===== config.mk =====
export PLATFORM = sky130hd
export DESIGN_NAME = pops_top
export DESIGN_NICKNAME = d
export VERILOG_FILES = /design/src/pops_pkg.sv /design/src/pops_top.sv
export SDC_FILE = /design/constraint.sdc
export NUM_CORES = 1
export LEC_CHECK = 0
export BUFFER_PORTS_ARGS = -buffer_cell sky130_fd_sc_hd__buf_2
export CORE_ASPECT_RATIO = 0.6
export CORE_MARGIN = 2
export CORE_UTILIZATION = 30
export DETAILED_ROUTE_END_ITERATION = 16
export HOLD_SLACK_MARGIN = 0.05
export REMOVE_ABC_BUFFERS = 1
export SETUP_SLACK_MARGIN = 0.4
export SYNTH_ARGS = -nofsm -noshare
export SYNTH_HDL_FRONTEND = slang
export SYNTH_SLANG_ARGS = --single-unit
export TNS_END_PERCENT = 100

===== constraint.sdc =====
create_clock -name pclk -period 2.4 [get_ports pclk]
set_input_delay 0 -clock pclk [delete_from_list [all_inputs] [get_ports pclk]]
set_output_delay 0 -clock pclk [all_outputs]
set_load 0.005 [all_outputs]

===== src/pops_pkg.sv =====
// Purpose: Constants and carriers for the path overhead status bank.
// Assumes: Registers are 8 bits wide, one per aligned 32-bit APB word.
// Notes:   Byte address of a register is four times its index.
package pops_pkg;

  // ---------------------------------------------------------------
  // Register indices (byte address = index * 4)
  // ---------------------------------------------------------------
  localparam logic [7:0] IDX_STATUS_CONTROL = 8'h30; // Status and control
  localparam logic [7:0] IDX_ALARM_LATCHES  = 8'h31; // Alarm event latches
  localparam logic [7:0] IDX_PTR_LATCHES    = 8'h32; // Pointer event latches
  localparam logic [7:0] IDX_ALARM_ENABLES  = 8'h33; // Alarm event enables
  localparam logic [7:0] IDX_PTR_ENABLES    = 8'h34; // Pointer event enables
  localparam logic [7:0] IDX_PTR_LOW        = 8'h35; // Pointer bits 7..0
  localparam logic [7:0] IDX_PTR_HIGH       = 8'h36; // Pointer high and filter

  // ---------------------------------------------------------------
  // Field positions
  // ---------------------------------------------------------------
  localparam int STAT_RESERVED = 7; // Reserved read/write
  localparam int STAT_LOP      = 5; // Pointer loss level
  localparam int STAT_AIS      = 3; // Path AIS level
  localparam int STAT_RDI      = 2; // Filtered remote defect
  localparam int STAT_NEWPTR_L = 1; // New pointer latch
  localparam int STAT_NEWPTR_E = 0; // New pointer enable
  localparam int AL_FEBE       = 0; // Far-end error
  localparam int AL_BIP        = 1; // Parity error
  localparam int AL_RDI        = 2; // Remote defect change
  localparam int AL_AIS        = 3; // AIS change
  localparam int AL_LOP        = 5; // Pointer loss change
  localparam int AL_PSL        = 7; // Signal label change
  localparam int PL_NDF        = 0; // New data flag
  localparam int PL_PSE        = 1; // Positive stuff
  localparam int PL_NSE        = 2; // Negative stuff
  localparam int PL_ILLPTR     = 3; // Illegal pointer
  localparam int PL_INVNDF     = 4; // Invalid NDF
  localparam int PL_DISC       = 5; // Discontinuous pointer
  localparam int PL_ILLJ       = 7; // Illegal justification
  localparam int PH_FILTER     = 5; // Ten-frame filter select
  localparam int PH_SIZE_HIGH  = 3; // Size bit high
  localparam int PH_SIZE_LOW   = 2; // Size bit low
  localparam int PH_PTR_MSB    = 1; // Pointer bit 9 position

  // ---------------------------------------------------------------
  // Reset values and frame counts
  // ---------------------------------------------------------------
  localparam logic [7:0] ENABLES_RESET      = 8'h00; // All enables off
  localparam logic [3:0] FILTER_LONG_FRAMES  = 4'hA;  // Ten frames
  localparam logic [3:0] FILTER_SHORT_FRAMES = 4'h5;  // Five frames
  localparam logic [3:0] FILTER_COUNT_ONE    = 4'h1;  // First frame of a run

  // ---------------------------------------------------------------
  // Carriers from the pointer interpreter and overhead extractor
  // ---------------------------------------------------------------
  typedef struct packed {
    logic frame_tick;     // One pulse per received frame
    logic new_pointer;    // New pointer indication
    logic bip_error;      // Path BIP-8 error detected
    logic far_end_error;  // Path FEBE detected
    logic ndf_valid;      // NDF to a valid pointer
    logic pos_stuff;      // Positive stuff event
    logic neg_stuff;      // Negative stuff event
    logic illegal_ptr;    // Illegal pointer
    logic invalid_ndf;    // Invalid NDF
    logic discont_ptr;    // Discontinuous pointer change
    logic illegal_just;   // Illegal justification request
  } pops_events_type;

  typedef struct packed {
    logic       pointer_loss_alarm;    // Loss of pointer state
    logic       path_ais_alarm;        // Path AIS state
    logic       g1_rdi;                // Raw G1 remote defect bit
    logic       g1_aux_rdi;            // Raw G1 auxiliary bit
    logic [7:0] c2_label;              // Raw C2 byte this frame
    logic [9:0] current_pointer_value; // Pointer from H1/H2
    logic       size_bit_high;         // Last H1 size bit high
    logic       size_bit_low;          // Last H1 size bit low
  } pops_levels_type;

endpackage


===== src/pops_top.sv =====
// Purpose: Path overhead status, event latches and pointer readback.
// Assumes: Inputs are synchronous to pclk; events are one-cycle pulses.
// Notes:   Reads take one wait state so read data comes from flops.
//
// Decided for this implementation: the APB interface to the registers.
`timescale 1ns/10ps
module pops_top #(
  parameter int unsigned ADDR_WIDTH = 12  // APB address width
) (
  input  wire logic                      pclk,
  input  wire logic                      presetn,
  input  wire logic                      clk_en,
  input  wire logic                      psel,
  input  wire logic                      penable,
  input  wire logic                      pwrite,
  input  wire logic [ADDR_WIDTH-1:0]     paddr,
  input  wire logic [31:0]               pwdata,
  input  wire logic [3:0]                pstrb,
  output logic      [31:0]               prdata,
  output logic                           pready,
  output logic                           pslverr,
  input  wire pops_pkg::pops_events_type path_events,
  input  wire pops_pkg::pops_levels_type path_levels,
  output logic                           interrupt_out_n
);

  // ---------------------------------------------------------------
  // State
  // ---------------------------------------------------------------
  typedef struct packed {
    logic [7:0]      rd_data;       // Captured read byte
    logic            ack;           // Answer pending this access
    logic            err;           // Unmapped address flag
    logic            ctrl_reserved; // Reserved status bit
    logic            newptr_en;     // New pointer enable
    logic            newptr_latch;  // New pointer latch
    logic [7:0]      alarm_latch;   // Alarm event latches
    logic [7:0]      ptr_latch;     // Pointer event latches
    logic [7:0]      alarm_en;      // Alarm enables
    logic [7:0]      ptr_en;        // Pointer enables
    logic            filter_ten;    // Ten-frame filter select
    logic [1:0]      filt;          // Filtered RDI (0), aux RDI (1)
    logic [1:0]      cand;          // Value of current G1 run
    logic [1:0][3:0] run;           // Length of current G1 run
    logic [7:0]      label;         // Accepted signal label
    logic [7:0]      last_c2;       // C2 of previous frame
    logic            lop_q;         // Pointer loss, last cycle
    logic            ais_q;         // AIS, last cycle
  } pops_state_type;

  pops_state_type st;       // Registered state
  pops_state_type next_st;  // Next state

  // ---------------------------------------------------------------
  // Address decode
  // ---------------------------------------------------------------
  // Word index of the byte address; lane bits 1:0 below are ignored
  function automatic logic [7:0] word_index(input logic [ADDR_WIDTH-1:0] a);
    word_index = a[9:2];
  endfunction

  // Whether an index names one of our seven registers
  function automatic logic is_mapped(input logic [7:0] idx);
    is_mapped = (idx >= pops_pkg::IDX_STATUS_CONTROL) && (idx <= pops_pkg::IDX_PTR_HIGH)
                && (paddr[ADDR_WIDTH-1:10] == '0) && (paddr[1:0] == 2'b00);
  endfunction

  logic [7:0] idx;         // Decoded index
  logic       access;      // Access phase seen
  logic       complete;    // Transfer ends at this edge
  logic [7:0] read_mux;    // Byte to capture for a read
  logic [1:0] g1_bits;     // Raw G1 bits by filter slot
  logic [3:0] threshold;   // Frames needed for filter
  logic [3:0] run_next;    // Scratch run length
  logic [7:0] alarm_set;   // Alarm events this cycle
  logic [7:0] ptr_set;     // Pointer events this cycle
  logic [7:0] alarm_clr;   // Alarm bits cleared by read
  logic [7:0] ptr_clr;     // Pointer bits cleared by read
  logic       newptr_clr;  // New pointer bit cleared by read
  logic       wr_lane;     // Low byte lane written

  assign idx      = word_index(paddr);
  assign access   = psel && penable;
  assign complete = access && st.ack && clk_en;
  assign wr_lane  = complete && pwrite && !st.err && pstrb[0];

  // ---------------------------------------------------------------
  // Read multiplexer
  // ---------------------------------------------------------------
  // Unused bits read zero
  always_comb
  begin
    read_mux = 8'h00;
    case (idx)
      pops_pkg::IDX_STATUS_CONTROL:
      begin
        read_mux[pops_pkg::STAT_RESERVED] = st.ctrl_reserved;
        read_mux[pops_pkg::STAT_LOP]      = path_levels.pointer_loss_alarm;
        read_mux[pops_pkg::STAT_AIS]      = path_levels.path_ais_alarm;
        read_mux[pops_pkg::STAT_RDI]      = st.filt[0];
        read_mux[pops_pkg::STAT_NEWPTR_L] = st.newptr_latch;
        read_mux[pops_pkg::STAT_NEWPTR_E] = st.newptr_en;
      end
      pops_pkg::IDX_ALARM_LATCHES: read_mux = st.alarm_latch;
      pops_pkg::IDX_PTR_LATCHES:   read_mux = st.ptr_latch;
      pops_pkg::IDX_ALARM_ENABLES: read_mux = st.alarm_en;
      pops_pkg::IDX_PTR_ENABLES:   read_mux = st.ptr_en;
      pops_pkg::IDX_PTR_LOW:       read_mux = path_levels.current_pointer_value[7:0];
      pops_pkg::IDX_PTR_HIGH:
      begin
        read_mux[pops_pkg::PH_FILTER]    = st.filter_ten;
        read_mux[pops_pkg::PH_SIZE_HIGH] = path_levels.size_bit_high;
        read_mux[pops_pkg::PH_SIZE_LOW]  = path_levels.size_bit_low;
        read_mux[pops_pkg::PH_PTR_MSB -: 2] = path_levels.current_pointer_value[9:8];
      end
      default: read_mux = 8'h00;
    endcase
  end

  // ---------------------------------------------------------------
  // Event sources
  // ---------------------------------------------------------------
  // Clears use the captured byte, so an event landing between capture
  // and completion survives the read
  always_comb
  begin
    alarm_set = 8'h00;
    ptr_set   = 8'h00;
    alarm_set[pops_pkg::AL_FEBE] = path_events.far_end_error;
    alarm_set[pops_pkg::AL_BIP]  = path_events.bip_error;
    alarm_set[pops_pkg::AL_AIS]  = path_levels.path_ais_alarm != st.ais_q;
    alarm_set[pops_pkg::AL_LOP]  = path_levels.pointer_loss_alarm != st.lop_q;
    ptr_set[pops_pkg::PL_NDF]    = path_events.ndf_valid;
    ptr_set[pops_pkg::PL_PSE]    = path_events.pos_stuff;
    ptr_set[pops_pkg::PL_NSE]    = path_events.neg_stuff;
    ptr_set[pops_pkg::PL_ILLPTR] = path_events.illegal_ptr;
    ptr_set[pops_pkg::PL_INVNDF] = path_events.invalid_ndf;
    ptr_set[pops_pkg::PL_DISC]   = path_events.discont_ptr;
    ptr_set[pops_pkg::PL_ILLJ]   = path_events.illegal_just;
    alarm_clr  = 8'h00;
    ptr_clr    = 8'h00;
    newptr_clr = 1'b0;
    if (complete && !pwrite && !st.err)
    begin
      if (idx == pops_pkg::IDX_ALARM_LATCHES) alarm_clr = st.rd_data;
      if (idx == pops_pkg::IDX_PTR_LATCHES)   ptr_clr   = st.rd_data;
      if (idx == pops_pkg::IDX_STATUS_CONTROL) newptr_clr = st.rd_data[pops_pkg::STAT_NEWPTR_L];
    end
  end

  // ---------------------------------------------------------------
  // Next state
  // ---------------------------------------------------------------
  always_comb
  begin
    next_st   = st;
    run_next  = 4'h0;
    g1_bits   = {path_levels.g1_aux_rdi, path_levels.g1_rdi};
    threshold = st.filter_ten ? pops_pkg::FILTER_LONG_FRAMES
                              : pops_pkg::FILTER_SHORT_FRAMES;
    // Bus: capture in first access cycle, answer in the next
    if (access && !st.ack)
    begin
      next_st.ack     = 1'b1;
      next_st.err     = !is_mapped(idx);
      // Refused or write transfers return zero, never a stale byte
      next_st.rd_data = (pwrite || !is_mapped(idx)) ? 8'h00 : read_mux;
    end
    else if (complete)
    begin
      next_st.ack = 1'b0;
      next_st.err = 1'b0;
    end
    // Register writes, reserved bits stored as written
    if (wr_lane)
    begin
      case (idx)
        pops_pkg::IDX_STATUS_CONTROL:
        begin
          next_st.ctrl_reserved = pwdata[pops_pkg::STAT_RESERVED];
          next_st.newptr_en     = pwdata[pops_pkg::STAT_NEWPTR_E];
        end
        pops_pkg::IDX_ALARM_ENABLES: next_st.alarm_en   = pwdata[7:0];
        pops_pkg::IDX_PTR_ENABLES:   next_st.ptr_en     = pwdata[7:0];
        pops_pkg::IDX_PTR_HIGH:      next_st.filter_ten = pwdata[pops_pkg::PH_FILTER];
        default:                     next_st.ctrl_reserved = st.ctrl_reserved;
      endcase
    end
    // Alarm edge history
    next_st.lop_q = path_levels.pointer_loss_alarm;
    next_st.ais_q = path_levels.path_ais_alarm;
    // Frame-rate filters for G1 bits and C2 label
    if (path_events.frame_tick)
    begin
      for (int i = 0; i < 2; i++)
      begin
        if (g1_bits[i] == st.cand[i])
          run_next = (st.run[i] < pops_pkg::FILTER_LONG_FRAMES) ? st.run[i] + 4'h1 : st.run[i];
        else
          run_next = pops_pkg::FILTER_COUNT_ONE;
        next_st.cand[i] = g1_bits[i];
        next_st.run[i]  = run_next;
        if (run_next >= threshold)
          next_st.filt[i] = g1_bits[i];
      end
      next_st.last_c2 = path_levels.c2_label;
      if (path_levels.c2_label == st.last_c2)
        next_st.label = path_levels.c2_label;
    end
    // Latches: set wins over clear
    next_st.alarm_latch = (st.alarm_latch & ~alarm_clr) | alarm_set;
    next_st.alarm_latch[pops_pkg::AL_RDI] = (st.alarm_latch[pops_pkg::AL_RDI] & ~alarm_clr[pops_pkg::AL_RDI])
                                            | (next_st.filt != st.filt);
    next_st.alarm_latch[pops_pkg::AL_PSL] = (st.alarm_latch[pops_pkg::AL_PSL] & ~alarm_clr[pops_pkg::AL_PSL])
                                            | (next_st.label != st.label);
    next_st.ptr_latch    = (st.ptr_latch & ~ptr_clr) | ptr_set;
    next_st.newptr_latch = (st.newptr_latch & ~newptr_clr) | path_events.new_pointer;
  end

  // ---------------------------------------------------------------
  // State register, frozen while clk_en is low
  // ---------------------------------------------------------------
  always_ff @(posedge pclk or negedge presetn)
  begin
    if (!presetn)
    begin
      st          <= '0;
      st.alarm_en <= pops_pkg::ENABLES_RESET;
      st.ptr_en   <= pops_pkg::ENABLES_RESET;
    end
    else if (clk_en)
      st <= next_st;
  end

  // ---------------------------------------------------------------
  // Outputs
  // ---------------------------------------------------------------
  assign prdata  = {24'h000000, st.rd_data};
  assign pready  = st.ack && clk_en;
  assign pslverr = st.ack && clk_en && st.err;
  // Active low while any enabled latch is set
  assign interrupt_out_n = !((st.newptr_latch && st.newptr_en)
                             || |(st.alarm_latch & st.alarm_en)
                             || |(st.ptr_latch & st.ptr_en));
endmodule // pops_top


==> impl_results.md, run 1 <==
- Status: completed
- Antenna Violating Nets Remaining: 0
- Final number of setup-violating endpoints: 0
- Iter 0 DRT Violations: 283
- Area post-placement: roughly 4800 µm²
- Tmin final: 2.21 ns
- Die Ht: about 100 µm
- Fin cells: 748
- P per Cell Area: 628 nW/µm²
- Post-DR vias/cell: 4.91
- Critical Path Fanout Max: 4
- Cell area after layout: 5650 µm²
- EDFF count, synth: 0
- Boundary pin count: around 120
- Actual slew at the worst max-slew pin: 0.972 ns
- Worst-path clk slew: 0.06 ns
- First-pass detailed-route iteration total: 4
- CP Class: reg -> reg
- Clk sink count: 76
- Rel. slew slack: between 30% and 40%
- Core Rows: 34
- CTS buffer count: 9
- Count of cell types in the netlist: between 50 and 60
- Tightest Hold Check Type: in -> reg
- Gr ovfl total: 0
- Startpoint Class: register
- Global-route wire length before repair: 19800 µm
- Async S/R FF share, synth: 100%
- Unrepaired setup endpoints after global routing: yes
- PortBufs: 72
- CTS tree: yes
- Critical Path, Cell by Cell: o21ai_2 > xor2_1 > nor2_1 > ha_1 > nand2b_4 > a21o_1 > a211o_1 > o211ai_1 > mux2_2
- Max IR drop VDD: 0.000459 V
- Largest net degree at the start of global routing: 77
- Period utilisation layout: 92.2%
- WP data arrival: 2.43 ns
- Post-Syn Instances: 435
- Clock skew: between 0.007 and 0.008 ns
- Via count: approximately 3700
- DP HPWL: around 9000 µm
- H-tree lvl count: 3
- Final TNS setup: 0 ns
- Worst skew pair latency: between 0.3 and 0.4 ns
- WP data required: 2.62 ns
- Initial core utilization: 30.5%
- Top_reg_cell synth: dfrtp_1
- GP Congestion: 0.853
- Number of global-route vias before repair: between 3000 and 4000
- Post-synthesis cell area: 4380 µm²
- Clock Tree Root: clkbuf_16
- CP endpoint kind: register
- Post-Route WL: 12500 µm
- GRT Resource Usage Total: about 16%
- Syn_area_per_cell: 10.1 µm²
- Die span in x: 160 µm
- Share of cells above drive strength 1: 31.5%
- Number of max-cap violations: 0
- Ant diodes: 0
- Placed Cells: 687
- DRC viols: 0
- Final net count: ~640
- P_leak: between 2 and 3 nW
- Synth Register Bits: 76
- Synth Warn #: 0
- Wire per inst: 16.6 µm
- Critical path's largest stage delay: between 0.4 and 0.5 ns
- Seq/Total Area, Yosys: 43.4%
- Core area: 14400 µm²
- Crit-path slowest cell: dfrtp_1
- Fin. Hold Viols: 0
- Initial antenna violation count: 0
- CTS Buffer Depth: 2
- Fmax: between 400 and 500 MHz
- Total die area: 15600 µm²
- Layout area overhead: 28.8%
- Pins Over Slew Limit: 0
-- cell usage in the layout (no fill, tap or decap), types with 3 or more instances in the layout --
master	synthesis	final
a21boi_0	3	3
a21oi_1	12	9
a21oi_2	0	3
a22o_1	13	13
a22oi_1	11	11
buf_2	4	71
buf_4	33	18
clkbuf_16	0	9
conb_1	1	24
dfrtp_1	76	76
dlygate4sd3_1	0	35
ha_1	10	8
inv_1	4	4
mux2_2	40	39
mux2i_1	6	6
nand2_1	81	81
nand3_1	7	7
nand4_1	3	3
nor2_1	18	17
nor3_1	6	6
nor4_1	5	5
o211ai_1	3	3
o21ai_0	16	13
o31ai_1	3	3
xor2_1	22	20
-- synth_stat cells (3+ instances only) --
cell / instances / area share [%]
nand2_1: 81 / 6.9
dfrtp_1: 76 / 43
mux2_2: 40 / 10
buf_4: 33 / 5.7
xor2_1: 22 / 4.4
nor2_1: 18 / 1.5
o21ai_0: 16 / 1.8
a22o_1: 13 / 2.6
a21oi_1: 12 / 1.4
a22oi_1: 11 / 1.9
clkbuf_1: 10 / 0.86
ha_1: 10 / 2.9
nand3_1: 7 / 0.80
mux2i_1: 6 / 1.4
nor3_1: 6 / 0.68
nor4_1: 5 / 0.71
buf_2: 4 / 0.46
inv_1: 4 / 0.34
a21boi_0: 3 / 0.51
nand2b_1: 3 / 0.43
nand4_1: 3 / 0.43
nor3b_1: 3 / 0.51
o211ai_1: 3 / 0.51
o31ai_1: 3 / 0.51
-- timing repair --
item | 4_1_cts | 5_1_grt
gates resized for setup | 15 | 8
pin swaps | 13 | 10
endpoints found under the setup margin | 3 | 25
endpoints found under the hold margin | 130 | 0
hold buffers | 35 | 0
setup buffers | 4 | 6
cloned | 0 | 0
-- critical path: cells and delay by family (launching register included) --
kind	cells	cell delay, ns
xor+xnor	1	0.16
simple gates	2	0.21
fa+ha+maj	1	0.30
compound gates	4	0.65
mux	1	0.36
flops	1	0.41
-- stage by stage --
step                hold slack (ns)  util [%]  setup WS, ns  power (mW)
global placement              0.212      33.6         0.103        1.98
floorplan                    -0.296         -         0.191        1.78
global route                  0.130      39.3        0.0681        3.71
CTS                          0.0535      38.7         0.181        3.52
detailed placement            0.229      33.6        0.0884        2.01
finish                       0.0695      39.3         0.188        3.55
-- layout make-up --
type,count,area [µm²]
clock buffer,11,243
multi-input combinational,330,2340
sequential,76,1900
timing repair buffer,124,841
clock inverter,5,60.1
fill,1448,8730
tap,198,248
inverter,4,15.0
-- worst paths after layout --
check,startpoint,endpoint,slack (ns),cells after the start
max,st[19],st[28],0.19,9
min,paddr[0],st[66],0.07,5
max reg2reg,st[19],st[28],0.19,9
min reg2reg,st[8],st[8],0.49,2
max in group asynchronous,presetn,st[49],1.40,2
min in group asynchronous,presetn,st[4],0.36,2
-- where the power goes --
| group | leakage [nW] | switching, mW | internal, mW |
|---|---|---|---|
| Sequential | 0.960 | 0.0848 | 1.38 |
| Combinational | 1.54 | 0.339 | 0.351 |
| Clock | 0.146 | 0.556 | 0.838 |
-- routing by layer --
| layer | share of wire, % | global-route usage (%) |
|---|---|---|
| met3 | 6.7 | 3.54 |
| met4 | 1.0 | 4.37 |
| met5 | 0 | 0 |
| met2 | 42 | 22.1 |
| met1 | 50 | 25.0 |
-- logic make-up (layout without fill, tap and decap cells) --
group / count (synthesis) / count (layout) / synth area share [%]
buf+inv: 52 / 144 / 7.39
mux: 48 / 48 / 12.7
flops: 76 / 76 / 43.4
xor+xnor: 24 / 24 / 4.79
compound gates: 80 / 80 / 12.9
other cells: 1 / 24 / 0.0855
simple gates: 144 / 144 / 16.0
fa+ha+maj: 10 / 10 / 2.85
-- sequential cells by signal, summed over array words and instances (netlist names) --
| name | count |
|---|---|
| prdata | 8 |
| st | 68 |
No activity file was read; power rests on OpenSTA's default activity.
==> inputs of run 2 (changes only) <==
CAP_MARGIN = 0   (was default)
CTS_CLUSTER_DIAMETER = 60   (was default)
MAX_ROUTING_LAYER = met4   (was default)
==> run 2 against run 1 <==
Maximum frequency fell by 0.32%. Total power fell by 0.15%. Worst hold slack improved by 0.00099 ns. Core utilization did not move. Register-to-register slack barely moved. Global-route usage rose by 0.50 points. Sequential share of layout area did not move. Worst setup slack got worse by 0.0070 ns. Clock skew fell by 0.00066 ns. Non-clock buffer count did not move. Largest cell class unchanged.
==> impl_results.md, run 2 (synthesis results as in run 1) <==
- Status: completed (unchanged)
- Core area: 14400 µm² (unchanged)
- WP data arrival: 2.43 ns (about the same)
- Max FFs per register: 68 (unchanged)
- CTS buffer count: 9 (unchanged)
- Initial core utilization: 30.5% (unchanged)
- Cell area after layout: 5650 µm² (unchanged)
- Via count: 3689 (was 3673)
- Initial antenna violation count: 0 (unchanged)
- Global-route wire length before repair: 19800 µm (about the same)
- Worst skew pair latency: 0.33 ns (was 0.34 ns)
- Clock Tree Root: clkbuf_16 (unchanged)
- Tmin final: 2.22 ns (was 2.21 ns)
- Post-DR vias/cell: 4.93 (was 4.91)
- Total die area: 15600 µm² (unchanged)
- Final net count: 644 (unchanged)
- Period utilisation layout: 92.4% (was 92.2%)
- Finished Core Util: 39.3% (unchanged)
- P_leak: 2.65 nW (unchanged)
- Largest net degree at the start of global routing: 77 (unchanged)
- Tightest Hold Check Type: in -> reg (unchanged)
- WP data required: 2.62 ns (about the same)
- CP Class: reg -> reg (unchanged)
- Unrepaired setup endpoints after global routing: yes (unchanged)
- GP Congestion: 0.867 (was 0.853)
- Tot Pwr: 3.54 mW (was 3.55 mW)
- Post-Route WL: 12500 µm (about the same)
- Critical Path Fanout Max: 4 (unchanged)
- Clk sink count: 76 (unchanged)
- First-pass detailed-route iteration total: 4 (unchanged)
- Final number of setup-violating endpoints: 0 (unchanged)
- Placed Cells: 687 (unchanged)
- CTS tree: yes (unchanged)
- Number of max-cap violations: 0 (unchanged)
- CTS Buffer Depth: 2 (unchanged)
- Final TNS setup: 0 ns (unchanged)
- Layout area overhead: 28.8% (unchanged)
- Die Ht: 97.6 µm (unchanged)
- Wire per inst: 16.6 µm (about the same)
- Share of cells above drive strength 1: 31.5% (unchanged)
- Worst-path clk slew: 0.06 ns (about the same)
- Rel. slew slack: 35.6% (was 35.2%)
- Boundary pin count: 124 (unchanged)
- Iter 0 DRT Violations: 261 (was 283)
- GRT Resource Usage Total: 16.6% (was 16.1%)
- Startpoint Class: register (unchanged)
- Clock skew: 0.00711 ns (was 0.00776 ns)
- Commonest cells after routing, fill and taps aside: nand2_1, dfrtp_1, buf_2 (unchanged)
- Most flop-heavy register: st (unchanged)
- DRC viols: 0 (unchanged)
- DP HPWL: 8800 µm (unchanged)
- H-tree lvl count: 3 (unchanged)
- Die span in x: 160 µm (unchanged)
- Fin. Hold Viols: 0 (unchanged)
- Fmax: 451 MHz (was 452 MHz)
- Core Rows: 34 (unchanged)
- Pins Over Slew Limit: 0 (unchanged)
- Area post-placement: 4820 µm² (unchanged)
- Actual slew at the worst max-slew pin: 0.966 ns (was 0.972 ns)
- Most common cell after layout, fill and taps aside: nand2_1 (unchanged)
- P per Cell Area: 627 nW/µm² (was 628 nW/µm²)
- Number of global-route vias before repair: 3561 (was 3556)
- Ant diodes: 0 (unchanged)
- Antenna Violating Nets Remaining: 0 (unchanged)
- CP endpoint kind: register (unchanged)
- Max IR drop VDD: 0.000457 V (was 0.000459 V)
- Fin cells: 748 (unchanged)
- PortBufs: 72 (unchanged)
- Gr ovfl total: 0 (unchanged)
-- run 2: cell counts in the layout (fill, tap and decap cells not counted) --
No cell type changed its count.
-- run 2: worst max-delay path, cell delays in order, from the launching register on --
cell      delay [ns]
dfrtp_1         0.41
o21ai_2         0.14
xor2_1          0.16
nor2_1          0.08
ha_1            0.30
nand2b_4        0.13
a21o_1          0.15
a211o_1         0.25
o211ai_1        0.11
mux2_2          0.36
-- run 2: repair_timing --
| item | in CTS | in global routing |
|---|---|---|
| gates cloned | 0 | 0 |
| setup endpoints to repair | 3 | 26 |
| endpoints found under the hold margin | 130 | 0 |
| setup buffers | 4 | 6 |
| resized for setup | 15 | 8 |
| hold buffers | 35 | 0 |
| pin swaps | 13 | 11 |
-- run 2: layout make-up --
cell class	count	area [µm²]
Inverter	4	15.0
Clock inverter	5	60.1
Clock buffer	11	243
Multi-Input combinational cell	330	2340
Fill cell	1448	8730
Tap cell	198	248
Timing Repair Buffer	124	841
Sequential cell	76	1900
-- run 2: power breakdown --
part | internal, mW | total (mW) | switching [mW] | leakage, nW
logic | 0.351 | 0.692 | 0.341 | 1.54
registers | 1.38 | 1.46 | 0.0853 | 0.960
clock network | 0.838 | 1.39 | 0.549 | 0.146
-- run 2: stage by stage --
step	worst slack, ns	hold WS, ns
floorplan	0.191	-0.296
global placement	0.103	0.212
detailed placement	0.0884	0.229
CTS	0.181	0.0535
global route	0.0681	0.130
finish	0.181	0.0705
-- run 2: path summary, 6_finish.rpt --
| path | depth (start not counted) | from | slack [ns] | end |
|---|---|---|---|---|
| setup / recovery | 9 | st[19] | 0.18 | st[28] |
| hold / removal | 5 | paddr[0] | 0.07 | st[66] |
| setup reg to reg | 9 | st[19] | 0.18 | st[28] |
| hold reg to reg | 2 | st[8] | 0.49 | st[8] |
| max in group asynchronous | 2 | presetn | 1.40 | st[49] |
| min in group asynchronous | 2 | presetn | 0.36 | st[4] |
-- run 2: routing by layer --
metal  routed length [µm]  vias up  track usage [%]
li1                     -     1723                -
met1                 6090     1789             25.2
met2                 5230      163             22.1
met3                 1010       14             3.24
met4                  122        0             4.57
met5                    0        -                -
==> inputs of run 3 (changes only) <==
CORE_UTILIZATION = 35   (was 30)
==> run 3 against run 2 <==
Sequential share of layout area about the same. Die area decreased by 14%. Worst hold slack got worse by 0.011 ns. Maximum frequency decreased by 1.3%. Flip-flop and latch count unchanged. Total power increased by 1.3%. Clock skew decreased by 0.0028 ns. Combinational power increased by 2%. Worst setup slack got worse by 0.029 ns. Count of clock-buffer cells in the layout unchanged.
==> impl_results.md, run 3 (synthesis results as in run 1) <==
- DRC viols: 0 (unchanged)
- Fin. Hold Viols: 0 (unchanged)
- Commonest cells after routing, fill and taps aside: nand2_1, dfrtp_1, buf_2 (unchanged)
- H-tree lvl count: 3 (unchanged)
- Startpoint Class: register (unchanged)
- Iter 0 DRT Violations: 385 (was 261)
- Reg2Reg Launch Point: st[19] (unchanged)
- Actual slew at the worst max-slew pin: 1.01 ns (was 0.966 ns)
- CP endpoint kind: register (unchanged)
- Boundary pin count: 124 (unchanged)
- Gr ovfl total: 0 (unchanged)
- WP data required: 2.62 ns (about the same)
- CP Class: reg -> reg (unchanged)
- Initial core utilization: 36.1% (was 30.5%)
- Max FFs per register: 68 (unchanged)
- DP Worst Slack: 0.0812 ns (was 0.0884 ns)
- Status: completed (unchanged)
- Core Rows: 31 (was 34)
- Post-DR vias/cell: 5.13 (was 4.93)
- CTS buffer count: 9 (unchanged)
- Unrepaired setup endpoints after global routing: yes (unchanged)
- Global-route wire length before repair: 19500 µm (was 19800 µm)
- PortBufs: 72 (unchanged)
- Clk sink count: 76 (unchanged)
- Layout area overhead: 29.1% (was 28.8%)
- Total die area: 13500 µm² (was 15600 µm²)
- Number of global-route vias before repair: 3559 (was 3561)
- P_leak: 2.69 nW (was 2.65 nW)
- WP data arrival: 2.47 ns (was 2.43 ns)
- Period utilisation layout: 93.6% (was 92.4%)
- Worst skew pair latency: 0.34 ns (was 0.33 ns)
- P per Cell Area: 634 nW/µm² (was 627 nW/µm²)
- Share of cells above drive strength 1: 31.8% (was 31.5%)
- Max IR drop VDD: 0.000355 V (was 0.000457 V)
- Cell family with most CP delay: compound AO/OA/AOI/OAI gates (unchanged)
- Critical Path, Cell by Cell: o21ai_2 > xor2_1 > nor2_1 > ha_1 > nand2b_4 > a21o_1 > a211o_1 > o211ai_1 > mux2_4 (was o21ai_2 > xor2_1 > nor2_1 > ha_1 > nand2b_4 > a21o_1 > a211o_1 > o211ai_1 > mux2_2)
- Ant diodes: 0 (unchanged)
- Largest net degree at the start of global routing: 77 (unchanged)
- CTS tree: yes (unchanged)
- Tot Pwr: 3.59 mW (was 3.54 mW)
- DP HPWL: 8770 µm (was 8800 µm)
- Final WS setup: 0.153 ns (was 0.181 ns)
- Core area: 12100 µm² (was 14400 µm²)
- Via count: 3686 (was 3689)
- Min-delay src: path_levels[21] (was paddr[0])
- First-pass detailed-route iteration total: 5 (was 4)
- Number of max-cap violations: 0 (unchanged)
- GRT Resource Usage Total: 19.4% (was 16.6%)
- Rel. slew slack: 32.9% (was 35.6%)
- WHS: 0.0595 ns (was 0.0705 ns)
- Reg2reg setup slack: 0.15 ns (was 0.18 ns)
- Fmax: 445 MHz (was 451 MHz)
- Final net count: 648 (was 644)
- Antenna Violating Nets Remaining: 0 (unchanged)
- Tightest Hold Check Type: in -> reg (unchanged)
- Area post-placement: 4800 µm² (was 4820 µm²)
- Die Ht: 90.7 µm (was 97.6 µm)
- WHS Endpoint: st[57] (was st[66])
- Cell area after layout: 5660 µm² (was 5650 µm²)
- Most common cell after layout, fill and taps aside: nand2_1 (unchanged)
- WHS Path Cells: 3 (was 5)
- Wire per inst: 17.0 µm (was 16.6 µm)
- Clock skew: 0.00434 ns (was 0.00711 ns)
- Die span in x: 148 µm (was 160 µm)
- Pins Over Slew Limit: 0 (unchanged)
- Crit-path slowest cell: dfrtp_2 (was dfrtp_1)
- CTS Buffer Depth: 2 (unchanged)
- Critical path's largest stage delay: 0.45 ns (was 0.41 ns)
- Post-Route WL: 12200 µm (was 12500 µm)
- GP Congestion: 0.900 (was 0.867)
- Most flop-heavy register: st (unchanged)
- Final number of setup-violating endpoints: 0 (unchanged)
- Worst-path clk slew: 0.06 ns (about the same)
- Reg2reg end: st[28] (unchanged)
- Worst Reg-to-Reg Cells: 9 (unchanged)
- Tmin final: 2.25 ns (was 2.22 ns)
- Fillers: 1146 (was 1448)
- Critical Path Fanout Max: 4 (unchanged)
- Final TNS setup: 0 ns (unchanged)
- Buf/Inv on CP: 0 (unchanged)
- Initial antenna violation count: 0 (unchanged)
- Clock Tree Root: clkbuf_16 (unchanged)
[run 3: what timing repair did]
action	CTS	global route
pin swaps	7	9
hold buffers	36	0
endpoints found under the setup margin	11	10
setup buffers	6	5
hold endpoints to repair	130	0
resized for setup	11	15
[run 3: worst max path at each step]
| stage | from | end | slack (ns) | cells past startpoint |
|---|---|---|---|---|
| final | st[19] | st[28] | 0.15 | 9 |
| after global routing | st[19] | st[28] | 0.04 | 9 |
| after CTS | st[19] | st[28] | 0.17 | 9 |
| after detailed placement | st[19] | st[28] | 0.08 | 9 |
| after global placement | st[19] | st[28] | 0.09 | 9 |
| after floorplan | st[20] | st[28] | 0.19 | 9 |
[run 3: worst reg2reg max path, stage by stage, from the launching register on]
cell      delay (ns)
dfrtp_2         0.45
o21ai_2         0.15
xor2_1          0.17
nor2_1          0.08
ha_1            0.28
nand2b_4        0.13
a21o_1          0.14
a211o_1         0.26
o211ai_1        0.14
mux2_4          0.33
[run 3: where the power goes]
part / leakage, nW / internal, mW / switching, mW
registers: 0.957 / 1.38 / 0.0922
logic: 1.58 / 0.363 / 0.345
clock network: 0.148 / 0.863 / 0.543
total: 2.69 / 2.61 / 0.981
[run 3: layer usage]
layer / up-vias / track usage (%) / part of all wire (%)
met5: - / - / 0
met4: 0 / 4.84 / 0.90
met3: 17 / 5.81 / 8.1
met2: 152 / 25.3 / 41
met1: 1784 / 28.7 / 50
li1: 1733 / - / -
[run 3: cell type report]
class	count	area, µm²	share of cell area, %
Tap cell	165	206	3.65
Sequential cell	76	1900	33.6
Clock buffer	11	253	4.47
Timing Repair Buffer	128	877	15.5
Clock inverter	5	58.8	1.04
Inverter	4	15.0	0.265
Multi-Input combinational cell	330	2350	41.4
[run 3: through the flow]
step | utilization (%) | instances
6_report | 46.6 | 719
5_1_grt | 46.6 | 719
4_1_cts | 45.9 | 714
3_5_place_dp | 39.5 | 656
3_3_place_gp | 39.5 | 656
2_1_floorplan | - | 410
